## src/hdl/ubs_pkg.sv

```systemverilog
// Behaviour
// - With filtering on, data frames are dropped: not stored, no receive-done.
// - Transmitter ignores the filter enable completely.
// - Frame type is first stop bit for 5-8 bits, ninth bit for 9.
// - Frame type one means address frame, zero means data frame.
// - Data writes fill the transmit buffer; data reads return receive data.
// - For 5-7 bit characters unused upper bits are ignored and read zero.
// - Data write while transmit buffer is not empty is ignored.
// - Enabled transmitter moves held data into an empty shifter and sends it.
// - Receive buffer is a two-entry FIFO advanced by data reads.
// - Receive-done shows unread data; receiver disable flushes the FIFO.
// - Transmit-done sets after last frame with buffer empty; ack or one clears.
// - Transmit-buffer-empty reads one when buffer free, and after reset.
// - Framing error shows zero first stop bit of the oldest unread character.
// - Overrun sets on full FIFO, waiting character and a new start bit.
// - Parity error shows failed check of oldest character when checking on.
// - Double-rate cuts the baud divider from 16 to 8.
// - Receive-done, transmit-done and buffer-empty can each request interrupts.
// - Accepted address frames are stored and raise receive-done normally.
package ubs_pkg;
    localparam logic [7:0] OFS_DATA = 8'h00;
    localparam logic [7:0] OFS_CSA = 8'h04;
    localparam logic [7:0] OFS_CSB = 8'h08;
    localparam logic [7:0] OFS_CSC = 8'h0C;
    localparam logic [7:0] OFS_BAUD = 8'h10;
    localparam int CSA_TXDONE = 6;
    localparam int CSA_DBL = 1;
    localparam int CSA_FILT = 0;
    localparam int CSB_IRQ_HI = 7;
    localparam int CSB_IRQ_LO = 5;
    localparam int CSB_RXEN = 4;
    localparam int CSB_TXEN = 3;
    localparam int CSB_SIZE2 = 2;
    localparam int CSB_TXNINTH = 0;
    localparam int CSC_PAR_HI = 5;
    localparam int CSC_PAR_LO = 4;
    localparam int CSC_STOP2 = 3;
    localparam int CSC_SIZE_HI = 2;
    localparam int CSC_SIZE_LO = 1;
    localparam logic [1:0] CSC_SIZE_RST = 2'h3;
    localparam logic [11:0] BAUD_RST = 12'h000;
    localparam logic [3:0] DIV_NORMAL = 4'hF;
    localparam logic [3:0] DIV_DOUBLE = 4'h7;
    localparam logic [3:0] HALF_NORMAL = 4'h7;
    localparam logic [3:0] HALF_DOUBLE = 4'h3;
    localparam logic [2:0] SIZE_NINE = 3'h7;
    typedef struct packed {
        logic [7:0] data;
        logic ninth;
        logic frameErr;
        logic parityErr;
    } ubs_rx_entry_t;
    typedef enum logic [3:0] {
        RX_IDLE = 4'b0001,
        RX_START = 4'b0010,
        RX_BITS = 4'b0100,
        RX_STOP = 4'b1000
    } ubs_rx_state_t;
endpackage

```

## src/hdl/ubs_uart_core.sv

```systemverilog
// Implementation choices: the APB slave port and the address map.
`timescale 1ns/1ps
module ubs_uart_core
    import ubs_pkg::*;
(
    input wire logic mclk,
    input wire logic reset,
    input wire logic psel,
    input wire logic penable,
    input wire logic pwrite,
    input wire logic [7:0] paddr,
    input wire logic [31:0] pwdata,
    output logic [31:0] prdata,
    output logic pready,
    output logic pslverr,
    input wire logic serialInLine,
    output logic serialOutLine,
    output logic serialOutEn,
    input wire logic txDoneAck,
    output logic rxDoneIrq,
    output logic txDoneIrq,
    output logic txEmptyIrq
);

    ////////////////////////////////////////////////////////////////////
    logic pready_q, pslverr_q;
    logic [31:0] prdata_q;
    logic filterEn_q, doubleRate_q, txDone_q;
    logic [2:0] irqEn_q;
    logic rxEn_q, txEn_q, size2_q, txNinth_q;
    logic [1:0] parMode_q, size10_q;
    logic stop2_q;
    logic [11:0] baud_q, presc_q;
    logic [8:0] holdData_q;
    logic holdFull_q;
    logic [12:0] txShift_q;
    logic [3:0] txLeft_q, txSample_q;
    logic txBusy_q, txOut_q, txOutEn_q;
    ubs_rx_state_t rxState_q;
    logic [3:0] rxSample_q, rxBit_q;
    logic [11:0] rxFrame_q;
    ubs_rx_entry_t pend_q;
    logic pendValid_q;
    ubs_rx_entry_t fifo_q [2];
    logic rdPtr_q;
    logic [1:0] count_q;
    logic overrun_q;
    logic rxIrq_q, txIrq_q, emptyIrq_q;

    wire access = psel && penable;
    wire done = access && pready_q;
    wire wrDone = done && pwrite;
    wire rdDone = done && !pwrite;
    wire selData = paddr == OFS_DATA;
    wire selCsa = paddr == OFS_CSA;
    wire selCsb = paddr == OFS_CSB;
    wire selCsc = paddr == OFS_CSC;
    wire selBaud = paddr == OFS_BAUD;
    wire hit = selData || selCsa || selCsb || selCsc || selBaud;

    // Character geometry shared by both directions
    wire [2:0] sizeCode = {size2_q, size10_q};
    wire [3:0] nData = (sizeCode == SIZE_NINE) ? 4'd9 :
        (sizeCode[2] ? 4'd8 : 4'd5 + {2'b00, sizeCode[1:0]});
    wire nine = sizeCode == SIZE_NINE;
    wire parOn = parMode_q[1];
    wire [3:0] divLast = doubleRate_q ? DIV_DOUBLE : DIV_NORMAL;
    wire [3:0] halfPt = doubleRate_q ? HALF_DOUBLE : HALF_NORMAL;
    wire tick = presc_q == 12'h000;
    logic [8:0] dataMask;
    for (genvar i = 0; i < 9; i++)
    begin : g_mask
        assign dataMask[i] = 4'(i) < nData;
    end

    ////////////////////////////////////////////////////////////////////
    // Register bus: one wait state so read data leaves a flip-flop
    wire ubs_rx_entry_t head = fifo_q[rdPtr_q];
    wire nonEmpty = count_q != 2'd0;
    wire [7:0] csaView = {nonEmpty, txDone_q, !holdFull_q,
        head.frameErr && nonEmpty, overrun_q,
        head.parityErr && nonEmpty, doubleRate_q, filterEn_q};
    wire [7:0] csbView = {irqEn_q, rxEn_q, txEn_q, size2_q,
        head.ninth, txNinth_q};
    wire [7:0] cscView = {2'b00, parMode_q, stop2_q, size10_q, 1'b0};
    wire [31:0] rdMux = selData ? {24'h000000, head.data} :
        selCsa ? {24'h000000, csaView} :
        selCsb ? {24'h000000, csbView} :
        selCsc ? {24'h000000, cscView} :
        selBaud ? {20'h00000, baud_q} : 32'h00000000;

    always_ff @(posedge mclk or posedge reset)
    begin
        if (reset)
        begin
            pready_q <= 1'b0;
            pslverr_q <= 1'b0;
            prdata_q <= 32'h00000000;
        end
        else
        begin
            pready_q <= access && !pready_q;
            if (access && !pready_q)
            begin
                pslverr_q <= !hit;
                prdata_q <= pwrite ? 32'h00000000 : rdMux;
            end
        end
    end

    // Error bits of the status word are never stored from a write
    always_ff @(posedge mclk or posedge reset)
    begin
        if (reset)
        begin
            filterEn_q <= 1'b0;
            doubleRate_q <= 1'b0;
            irqEn_q <= 3'h0;
            rxEn_q <= 1'b0;
            txEn_q <= 1'b0;
            size2_q <= 1'b0;
            txNinth_q <= 1'b0;
            parMode_q <= 2'h0;
            stop2_q <= 1'b0;
            size10_q <= CSC_SIZE_RST;
            baud_q <= BAUD_RST;
        end
        else if (wrDone)
        begin
            if (selCsa)
            begin
                filterEn_q <= pwdata[CSA_FILT];
                doubleRate_q <= pwdata[CSA_DBL];
            end
            if (selCsb)
            begin
                irqEn_q <= pwdata[CSB_IRQ_HI:CSB_IRQ_LO];
                rxEn_q <= pwdata[CSB_RXEN];
                txEn_q <= pwdata[CSB_TXEN];
                size2_q <= pwdata[CSB_SIZE2];
                txNinth_q <= pwdata[CSB_TXNINTH];
            end
            if (selCsc)
            begin
                parMode_q <= pwdata[CSC_PAR_HI:CSC_PAR_LO];
                stop2_q <= pwdata[CSC_STOP2];
                size10_q <= pwdata[CSC_SIZE_HI:CSC_SIZE_LO];
            end
            if (selBaud)
                baud_q <= pwdata[11:0];
        end
    end

    always_ff @(posedge mclk or posedge reset)
    begin
        if (reset)
            presc_q <= 12'h000;
        else
            presc_q <= tick ? baud_q : presc_q - 12'h001;
    end

    ////////////////////////////////////////////////////////////////////
    // Transmitter; filter enable is deliberately not an input here
    wire holdWr = wrDone && selData && !holdFull_q;
    wire txLoad = txEn_q && !txBusy_q && holdFull_q;
    wire txStep = txBusy_q && tick && txSample_q == divLast;
    wire txFinish = txStep && txLeft_q == 4'd0;
    wire [8:0] txData = holdData_q & dataMask;
    wire txPar = (^txData) ^ parMode_q[0];
    wire [3:0] txTotal = 4'd2 + nData + {3'b000, parOn} + {3'b000, stop2_q};
    logic [12:0] txFrame;

    always_comb
    begin
        txFrame = '1;
        txFrame[0] = 1'b0;
        for (int i = 0; i < 9; i++)
        begin
            if (dataMask[i])
                txFrame[i + 1] = txData[i];
        end
        if (parOn)
            txFrame[nData + 4'd1] = txPar;
    end

    always_ff @(posedge mclk or posedge reset)
    begin
        if (reset)
        begin
            holdData_q <= 9'h000;
            holdFull_q <= 1'b0;
            txShift_q <= '1;
            txLeft_q <= 4'h0;
            txSample_q <= 4'h0;
            txBusy_q <= 1'b0;
            txOut_q <= 1'b1;
            txOutEn_q <= 1'b0;
            txDone_q <= 1'b0;
        end
        else
        begin
            txOutEn_q <= txEn_q || txBusy_q || holdFull_q;
            if (holdWr)
            begin
                holdData_q <= {txNinth_q, pwdata[7:0]};
                holdFull_q <= 1'b1;
            end
            else if (txLoad)
                holdFull_q <= 1'b0;
            if (txLoad)
            begin
                txOut_q <= txFrame[0];
                txShift_q <= txFrame >> 1;
                txLeft_q <= txTotal - 4'd1;
                txSample_q <= 4'h0;
                txBusy_q <= 1'b1;
            end
            else if (txFinish)
                txBusy_q <= 1'b0;
            else if (txStep)
            begin
                txOut_q <= txShift_q[0];
                txShift_q <= {1'b1, txShift_q[12:1]};
                txLeft_q <= txLeft_q - 4'd1;
                txSample_q <= 4'h0;
            end
            else if (txBusy_q && tick)
                txSample_q <= txSample_q + 4'd1;
            // Set beats a clear in the same cycle
            if (txFinish && !holdFull_q)
                txDone_q <= 1'b1;
            else if (txDoneAck || (wrDone && selCsa && pwdata[CSA_TXDONE]))
                txDone_q <= 1'b0;
        end
    end

    ////////////////////////////////////////////////////////////////////
    // Receiver: single centre sample per bit, no majority vote
    wire startSeen = rxState_q == RX_IDLE && rxEn_q && !serialInLine;
    wire frameEnd = rxState_q == RX_STOP;
    wire [3:0] nBits = nData + {3'b000, parOn} + 4'd1;
    wire [3:0] stopIdx = nData + {3'b000, parOn};
    wire [8:0] rxData = rxFrame_q[8:0] & dataMask;
    wire stopBit = rxFrame_q[stopIdx];
    wire frameType = nine ? rxFrame_q[8] : stopBit;
    wire isAddr = frameType;
    wire accept = !(filterEn_q && !isAddr);
    ubs_rx_entry_t rxEntry;
    assign rxEntry.data = rxData[7:0];
    assign rxEntry.ninth = nine && rxData[8];
    assign rxEntry.frameErr = !stopBit;
    assign rxEntry.parityErr = parOn &&
        (rxFrame_q[nData] != ((^rxData) ^ parMode_q[0]));
    wire push = pendValid_q && count_q != 2'd2;
    wire pop = rdDone && selData && nonEmpty;
    wire wrIdx = rdPtr_q ^ count_q[0];

    always_ff @(posedge mclk or posedge reset)
    begin
        if (reset)
        begin
            rxState_q <= RX_IDLE;
            rxSample_q <= 4'h0;
            rxBit_q <= 4'h0;
            rxFrame_q <= 12'h000;
        end
        else if (!rxEn_q)
            rxState_q <= RX_IDLE;
        else
        begin
            case (rxState_q)
                RX_IDLE:
                begin
                    rxSample_q <= 4'h0;
                    rxBit_q <= 4'h0;
                    if (startSeen)
                        rxState_q <= RX_START;
                end
                RX_START:
                begin
                    if (tick && rxSample_q == halfPt)
                    begin
                        rxSample_q <= 4'h0;
                        rxState_q <= serialInLine ? RX_IDLE : RX_BITS;
                    end
                    else if (tick)
                        rxSample_q <= rxSample_q + 4'd1;
                end
                RX_BITS:
                begin
                    if (tick && rxSample_q == divLast)
                    begin
                        rxSample_q <= 4'h0;
                        rxFrame_q[rxBit_q] <= serialInLine;
                        rxBit_q <= rxBit_q + 4'd1;
                        if (rxBit_q == nBits - 4'd1)
                            rxState_q <= RX_STOP;
                    end
                    else if (tick)
                        rxSample_q <= rxSample_q + 4'd1;
                end
                RX_STOP:
                    rxState_q <= RX_IDLE;
                default:
                    rxState_q <= RX_IDLE;
            endcase
        end
    end

    always_ff @(posedge mclk or posedge reset)
    begin
        if (reset)
        begin
            pend_q <= '0;
            pendValid_q <= 1'b0;
            fifo_q[0] <= '0;
            fifo_q[1] <= '0;
            rdPtr_q <= 1'b0;
            count_q <= 2'd0;
            overrun_q <= 1'b0;
        end
        else if (!rxEn_q)
        begin
            pendValid_q <= 1'b0;
            count_q <= 2'd0;
            overrun_q <= 1'b0;
        end
        else
        begin
            if (frameEnd && accept)
            begin
                pend_q <= rxEntry;
                pendValid_q <= 1'b1;
            end
            else if (push)
                pendValid_q <= 1'b0;
            if (push)
                fifo_q[wrIdx] <= pend_q;
            if (pop)
                rdPtr_q <= !rdPtr_q;
            count_q <= count_q + {1'b0, push} - {1'b0, pop};
            if (startSeen && count_q == 2'd2 && pendValid_q)
                overrun_q <= 1'b1;
            else if (pop)
                overrun_q <= 1'b0;
        end
    end

    always_ff @(posedge mclk or posedge reset)
    begin
        if (reset)
        begin
            rxIrq_q <= 1'b0;
            txIrq_q <= 1'b0;
            emptyIrq_q <= 1'b0;
        end
        else
        begin
            rxIrq_q <= irqEn_q[2] && nonEmpty;
            txIrq_q <= irqEn_q[1] && txDone_q;
            emptyIrq_q <= irqEn_q[0] && !holdFull_q;
        end
    end

    assign prdata = prdata_q;
    assign pready = pready_q;
    assign pslverr = pslverr_q;
    assign serialOutLine = txOut_q;
    assign serialOutEn = txOutEn_q;
    assign rxDoneIrq = rxIrq_q;
    assign txDoneIrq = txIrq_q;
    assign txEmptyIrq = emptyIrq_q;
endmodule

```

## config.mk

```make
export PLATFORM = sky130hd
export DESIGN_NAME = ubs_uart_core
export DESIGN_NICKNAME = d
export VERILOG_FILES = /design/src/hdl/ubs_pkg.sv /design/src/hdl/ubs_uart_core.sv
export SDC_FILE = /design/constraint.sdc
export NUM_CORES = 1
export LEC_CHECK = 0
export BUFFER_PORTS_ARGS = -buffer_cell sky130_fd_sc_hd__buf_2
export CELL_PAD_IN_SITES_DETAIL_PLACEMENT = 0
export CELL_PAD_IN_SITES_GLOBAL_PLACEMENT = 2
export CORE_MARGIN = 5
export CORE_UTILIZATION = 38
export CTS_CLUSTER_DIAMETER = 60
export DETAILED_ROUTE_END_ITERATION = 10
export PLACE_DENSITY_LB_ADDON = 0.1
export RECOVER_POWER = 50
export SYNTH_ARGS = -nofsm -noshare
export SYNTH_HDL_FRONTEND = slang
export SYNTH_SLANG_ARGS = --single-unit
```

## constraint.sdc

```tcl
create_clock -name mclk -period 5.6 [get_ports mclk]
set_input_delay 0.56 -clock mclk [delete_from_list [all_inputs] [get_ports mclk]]
set_output_delay 0.56 -clock mclk [all_outputs]
set_load 0.02 [all_outputs]
```

# Yosys cells after proc, flatten, opt, wreduce, memory -nomap -nowiden
# Cells that the tools add are included.
# Widths: inputs -> output; s select.
# totals
regBits	172
latch_bits	0
mem_bits_rw	0
rom_bits	0
in_bits	47
word_cells	268
mem_count	0
# classes
addsub	16
mul	0
div	0
magnitude_cmp	18
eq_ne	24
n_shift	0
muxes	77
bitwise	7
n_reduce_logical	79
# ops
cell	count
$mux 12	7
$mux 4	19
$mux 13	4
$mux 11	4
$logic_and 1x1->1	36
$mux 1	29
$pmux 4 s3	2
$bwmux 22	1
$add 4x1->4 const B	5
$lt 4x5->1 const B	4
$reduce_and 2->1	10
$and 9x9->9	2
$reduce_xor 9->1	2
$eq 8x4->1 const B	2
$lt 3x4->1 const A	4
$bwmux 13	1
$add 4x1->4	3
$bwmux 12	1
$eq 4x4->1	3
$logic_not 12->1	1
$ne 3x3->1 const B	4
$reduce_bool 2->1	6
$sub 12x1->12 const B	1
$sub 4x1->4 const B	3
other kinds (37)	67

# Logic depth before layout (Yosys ltp)
# depth
depth_word	13
depth_mapped	13
mapped_depth_nobuf	11

# Least setup slack after synthesis
# Ideal clock, no wire load.
# synth_timing
kind	reg-to-reg
startpoint	reg size10_q[0]
endpoint	reg pendValid_q
setup_ps	141
arrival_time_ps	2886
setup_slack_ps	2573
stages_incl_launch_ff	12
path_buffers	1
path_cell_list	dfstp_2 -> ha_1 -> inv_1 -> a21boi_1 -> ha_1 -> ha_1 -> mux4_2 -> mux2i_1 -> o2111ai_1 -> nand3_1 -> clkbuf_1 -> o21ai_0
# synth_via
elab_chain_cells	13
word_cells_on_any_way	15
cone_classes	add/sub (2); eq/ne (2); mux (7); reduce/logical (4)
# synth_rtl
element	line	text
start, declared	ubs_uart_core.sv:31	logic [1:0] parMode_q, size10_q;
start signal, assigned	ubs_uart_core.sv:147	size10_q <= pwdata[CSC_SIZE_HI:CSC_SIZE_LO];
$add 3x2->4	ubs_uart_core.sv:64	(sizeCode[2] ? 4'd8 : 4'd5 + {2'b00, sizeCode[1:0]});
$mux 4	ubs_uart_core.sv:64	
$mux 4	ubs_uart_core.sv:63	wire [3:0] nData = (sizeCode == SIZE_NINE) ? 4'd9 :
$add 4x1->4	ubs_uart_core.sv:242	wire [3:0] stopIdx = nData + {3'b000, parOn};
$bmux 1 s4	ubs_uart_core.sv:244	wire stopBit = rxFrame_q[stopIdx];
$mux 1 (implied by the code)	ubs_uart_core.sv:244	
$mux 1 *	ubs_uart_core.sv:245	wire frameType = nine ? rxFrame_q[8] : stopBit;
$logic_not 1->1 *	ubs_uart_core.sv:247	wire accept = !(filterEn_q && !isAddr);
$logic_and 1x1->1 *	ubs_uart_core.sv:247	
$logic_not 1->1 *	ubs_uart_core.sv:247	
$logic_and 1x1->1 *	ubs_uart_core.sv:330	if (frameEnd && accept)
$mux 1	ubs_uart_core.sv:330	
$mux 1	ubs_uart_core.sv:322	else if (!rxEn_q)
end signal, assigned	ubs_uart_core.sv:324	pendValid_q <= 1'b0;
end signal, assigned	ubs_uart_core.sv:333	pendValid_q <= 1'b1;
end signal, assigned	ubs_uart_core.sv:336	pendValid_q <= 1'b0;
end, declared	ubs_uart_core.sv:43	logic pendValid_q;
# Mark *: on every way between the ends. The rest lies on a longest branch, timed or not. The select of a mux whose other input is x is not followed.
# A chain may end at the register's enable or synchronous reset.

==> metrics.csv <==
metric,value,unit
io_buffers,45,
relSlewSlack,-155,%
die_w,156,um
vias,5785,
nets,885,
grt_max_degree,101,
tns,0,ns
ys_types,71,
hold_start,pwdata[9],
max_freq,0.262,GHz
routed_via_density,5.23,
detail_route.first_pass.iterations,4,
pre_cts_ws,1.86,ns
hold_violations,0,
clock_path_buffers,2,
die_area,0.0244,mm^2
start_kind,input port,
gp_congestion,0.771,
ys_ff_latch,152,
postCtsSetupRepairBufs,0,
cts_hold_buf,0,
cts_max_level,4,
drive_gt1_share,20.3,%
timing.rr.end,pend_q[5],
stdcell_count,1106,
syn_to_final_growth,11.6,%
synth_most_common_cell,dfrtp_1,
cts_made_buffers,17,
finalInstanceArea,0.00907,mm^2
cts_num_sinks,152,
synth_ff_type,dfrtp_1,
hold_slack,0.372,ns
antenna_found_initial,0,
synthArstFlopShare,100,%
yosys.area.top_type_share,41.6,%
cts_resized,0,
rrSetupSlack,1.85,ns
cap_violations,1,
status,"finished, violations left",
r2r_cells,9,
power_density,284,mW/mm^2
setup_slack,1.79,ns
fin_skew,0.0135,ns
synth_edf_count,0,
dpl_cell_area,0.00851,mm^2
netlist_instances,787,
syn_area,0.00813,mm^2
worst_pin_slew,3.83,ns
post-route-min-period,3.81,ns
violations,"max-capacitance violations, max-slew violations",
root_buffer,clkbuf_16,
grt_overflow,0,
grt_use_total,17.4,%
whs_endpoint,baud_q[9],
r2r-start,size2_q,
fin_crit_sh,68.1,%
initial_core_util,38.7,%
synthTopCellsByArea,"dfrtp_1, mux2_2, dfstp_2, nand2_1, xnor2_1",
required,6.08,ns
crit_type,input port to async pin,
cp_max_fo,100,
grt_pass1_vias,5883,
diodes,0,
die_y,156,um
place_inst,1074,
rsz0062_at_grt,no,
min_path_cells,2,
yosysWarnings,0,
hold_class,input port to flop,
final-setup-viol-count,0,
dp_hpwl,14700,um
io_pins,86,
ys_seq_area_share,47.0,%
cts_tree,done,
worstPathArrival,4.30,ns
finalMaxSlewViolations,101,
syn_area_per_cell,10.3,um^2
core_area,0.0210,mm^2
wire_per_inst,18.4,um
leakagePower,0.00405,uW
clk_latency,0.43,ns
synth_common_cells,"dfrtp_1, nand2_1, mux2_2, nor2_1, o21ai_0",
grt_pass1_wl,33400,um
cp-end-kind,async pin,
drtIter0Drc,322,
rows,53,
peakVddDrop,0.165,mV
ant_nets,0,
route.detailed.drc,0,
yosys.area.top_type,dfrtp_1,
clkTransAtPathRegs,0.07,ns
drt-total-wl,20400,um
## where the power goes
part | internal [uW] | total, uW | switching (uW)
Clock | 648 | 1140 | 497
Sequential | 1150 | 1200 | 50.0
Combinational | 92.2 | 228 | 136
## cell usage in the layout (no fill, tap or decap), types with 6 or more instances in the layout
master / count
buf_2: 26
nor2b_1: 11
clkbuf_1: 19
a211oi_1: 6
mux2_2: 71
nand2b_1: 7
inv_1: 24
nor2_1: 50
or3_1: 6
nand4_1: 6
nand3_1: 21
and3_1: 12
dfstp_2: 17
o31ai_1: 7
a21oi_1: 31
dfrtp_1: 135
xnor2_1: 29
a22o_1: 7
nand2_1: 94
mux2i_1: 14
o21ai_0: 50
nor3_1: 16
conb_1: 20
clkbuf_16: 17
xor2_1: 13
nor4_1: 7
ha_1: 19
## layer usage
| metal | up-vias | track usage [%] | wire, um |
|---|---|---|---|
| met2 | 81 | 26.4 | 9270 |
| li1 | 2808 | - | - |
| met5 | - | 0 | 0 |
| met3 | 15 | 2.96 | 679 |
| met1 | 2881 | 25.8 | 10200 |
| met4 | 0 | 4.59 | 186 |
## metrics by stage
step | total power [uW] | util [%]
2_1_floorplan | 1400 | -
3_3_place_gp | 1450 | 40.5
3_5_place_dp | 1450 | 40.5
4_1_cts | 2600 | 43.3
5_1_grt | 2680 | 43.1
6_report | 2570 | 43.1
## worst max path at each step
| stage | startpoint | end | slack, ns |
|---|---|---|---|
| finish | reset | presc_q[6] | 1.79 |
| detailed placement | size2_q | pend_q[5] | 1.86 |
| floorplan | reset | baud_q[0] | 0.98 |
| global placement | size2_q | pend_q[3] | 1.87 |
| global route | reset | presc_q[6] | 0.91 |
| CTS | size2_q | pend_q[5] | 1.81 |
## sequential cells by signal (all words and copies together) (netlist names), 3 cells and up
name / count
fifo_q: 22
txShift_q: 13
baud_q: 12
prdata: 12
presc_q: 12
rxFrame_q: 12
pend_q: 11
holdData_q: 9
rxBit_q: 4
rxSample_q: 4
rxState_q: 4
txLeft_q: 4
txSample_q: 4
irqEn_q: 3
## worst max-delay path, stage by stage
cell and delay (ns):
buf_2 0.09, inv_1 2.64, buf_4 0.90
## cell families (layout without fill, tap and decap cells)
family          count (synthesis)  count (layout)  synth area share, %
xor+xnor                       43              43                 4.80
other cells                     1              20               0.0461
simple gates                  261             261                 16.0
flops                         152             152                 47.0
buf+inv                        79             104                 4.63
compound gates                136             136                 10.6
mux                            95              95                 13.7
fa+ha+maj                      20              20                 3.17
## layout make-up
type | instances | area [um^2]
Clock inverter | 13 | 134
Timing Repair Buffer | 48 | 224
Multi-Input combinational cell | 575 | 4000
Fill cell | 2051 | 12000
Clock buffer | 19 | 453
Inverter | 24 | 90.1
Sequential cell | 152 | 3820
Tap cell | 275 | 344
No activity file was read; power rests on OpenSTA's default activity.
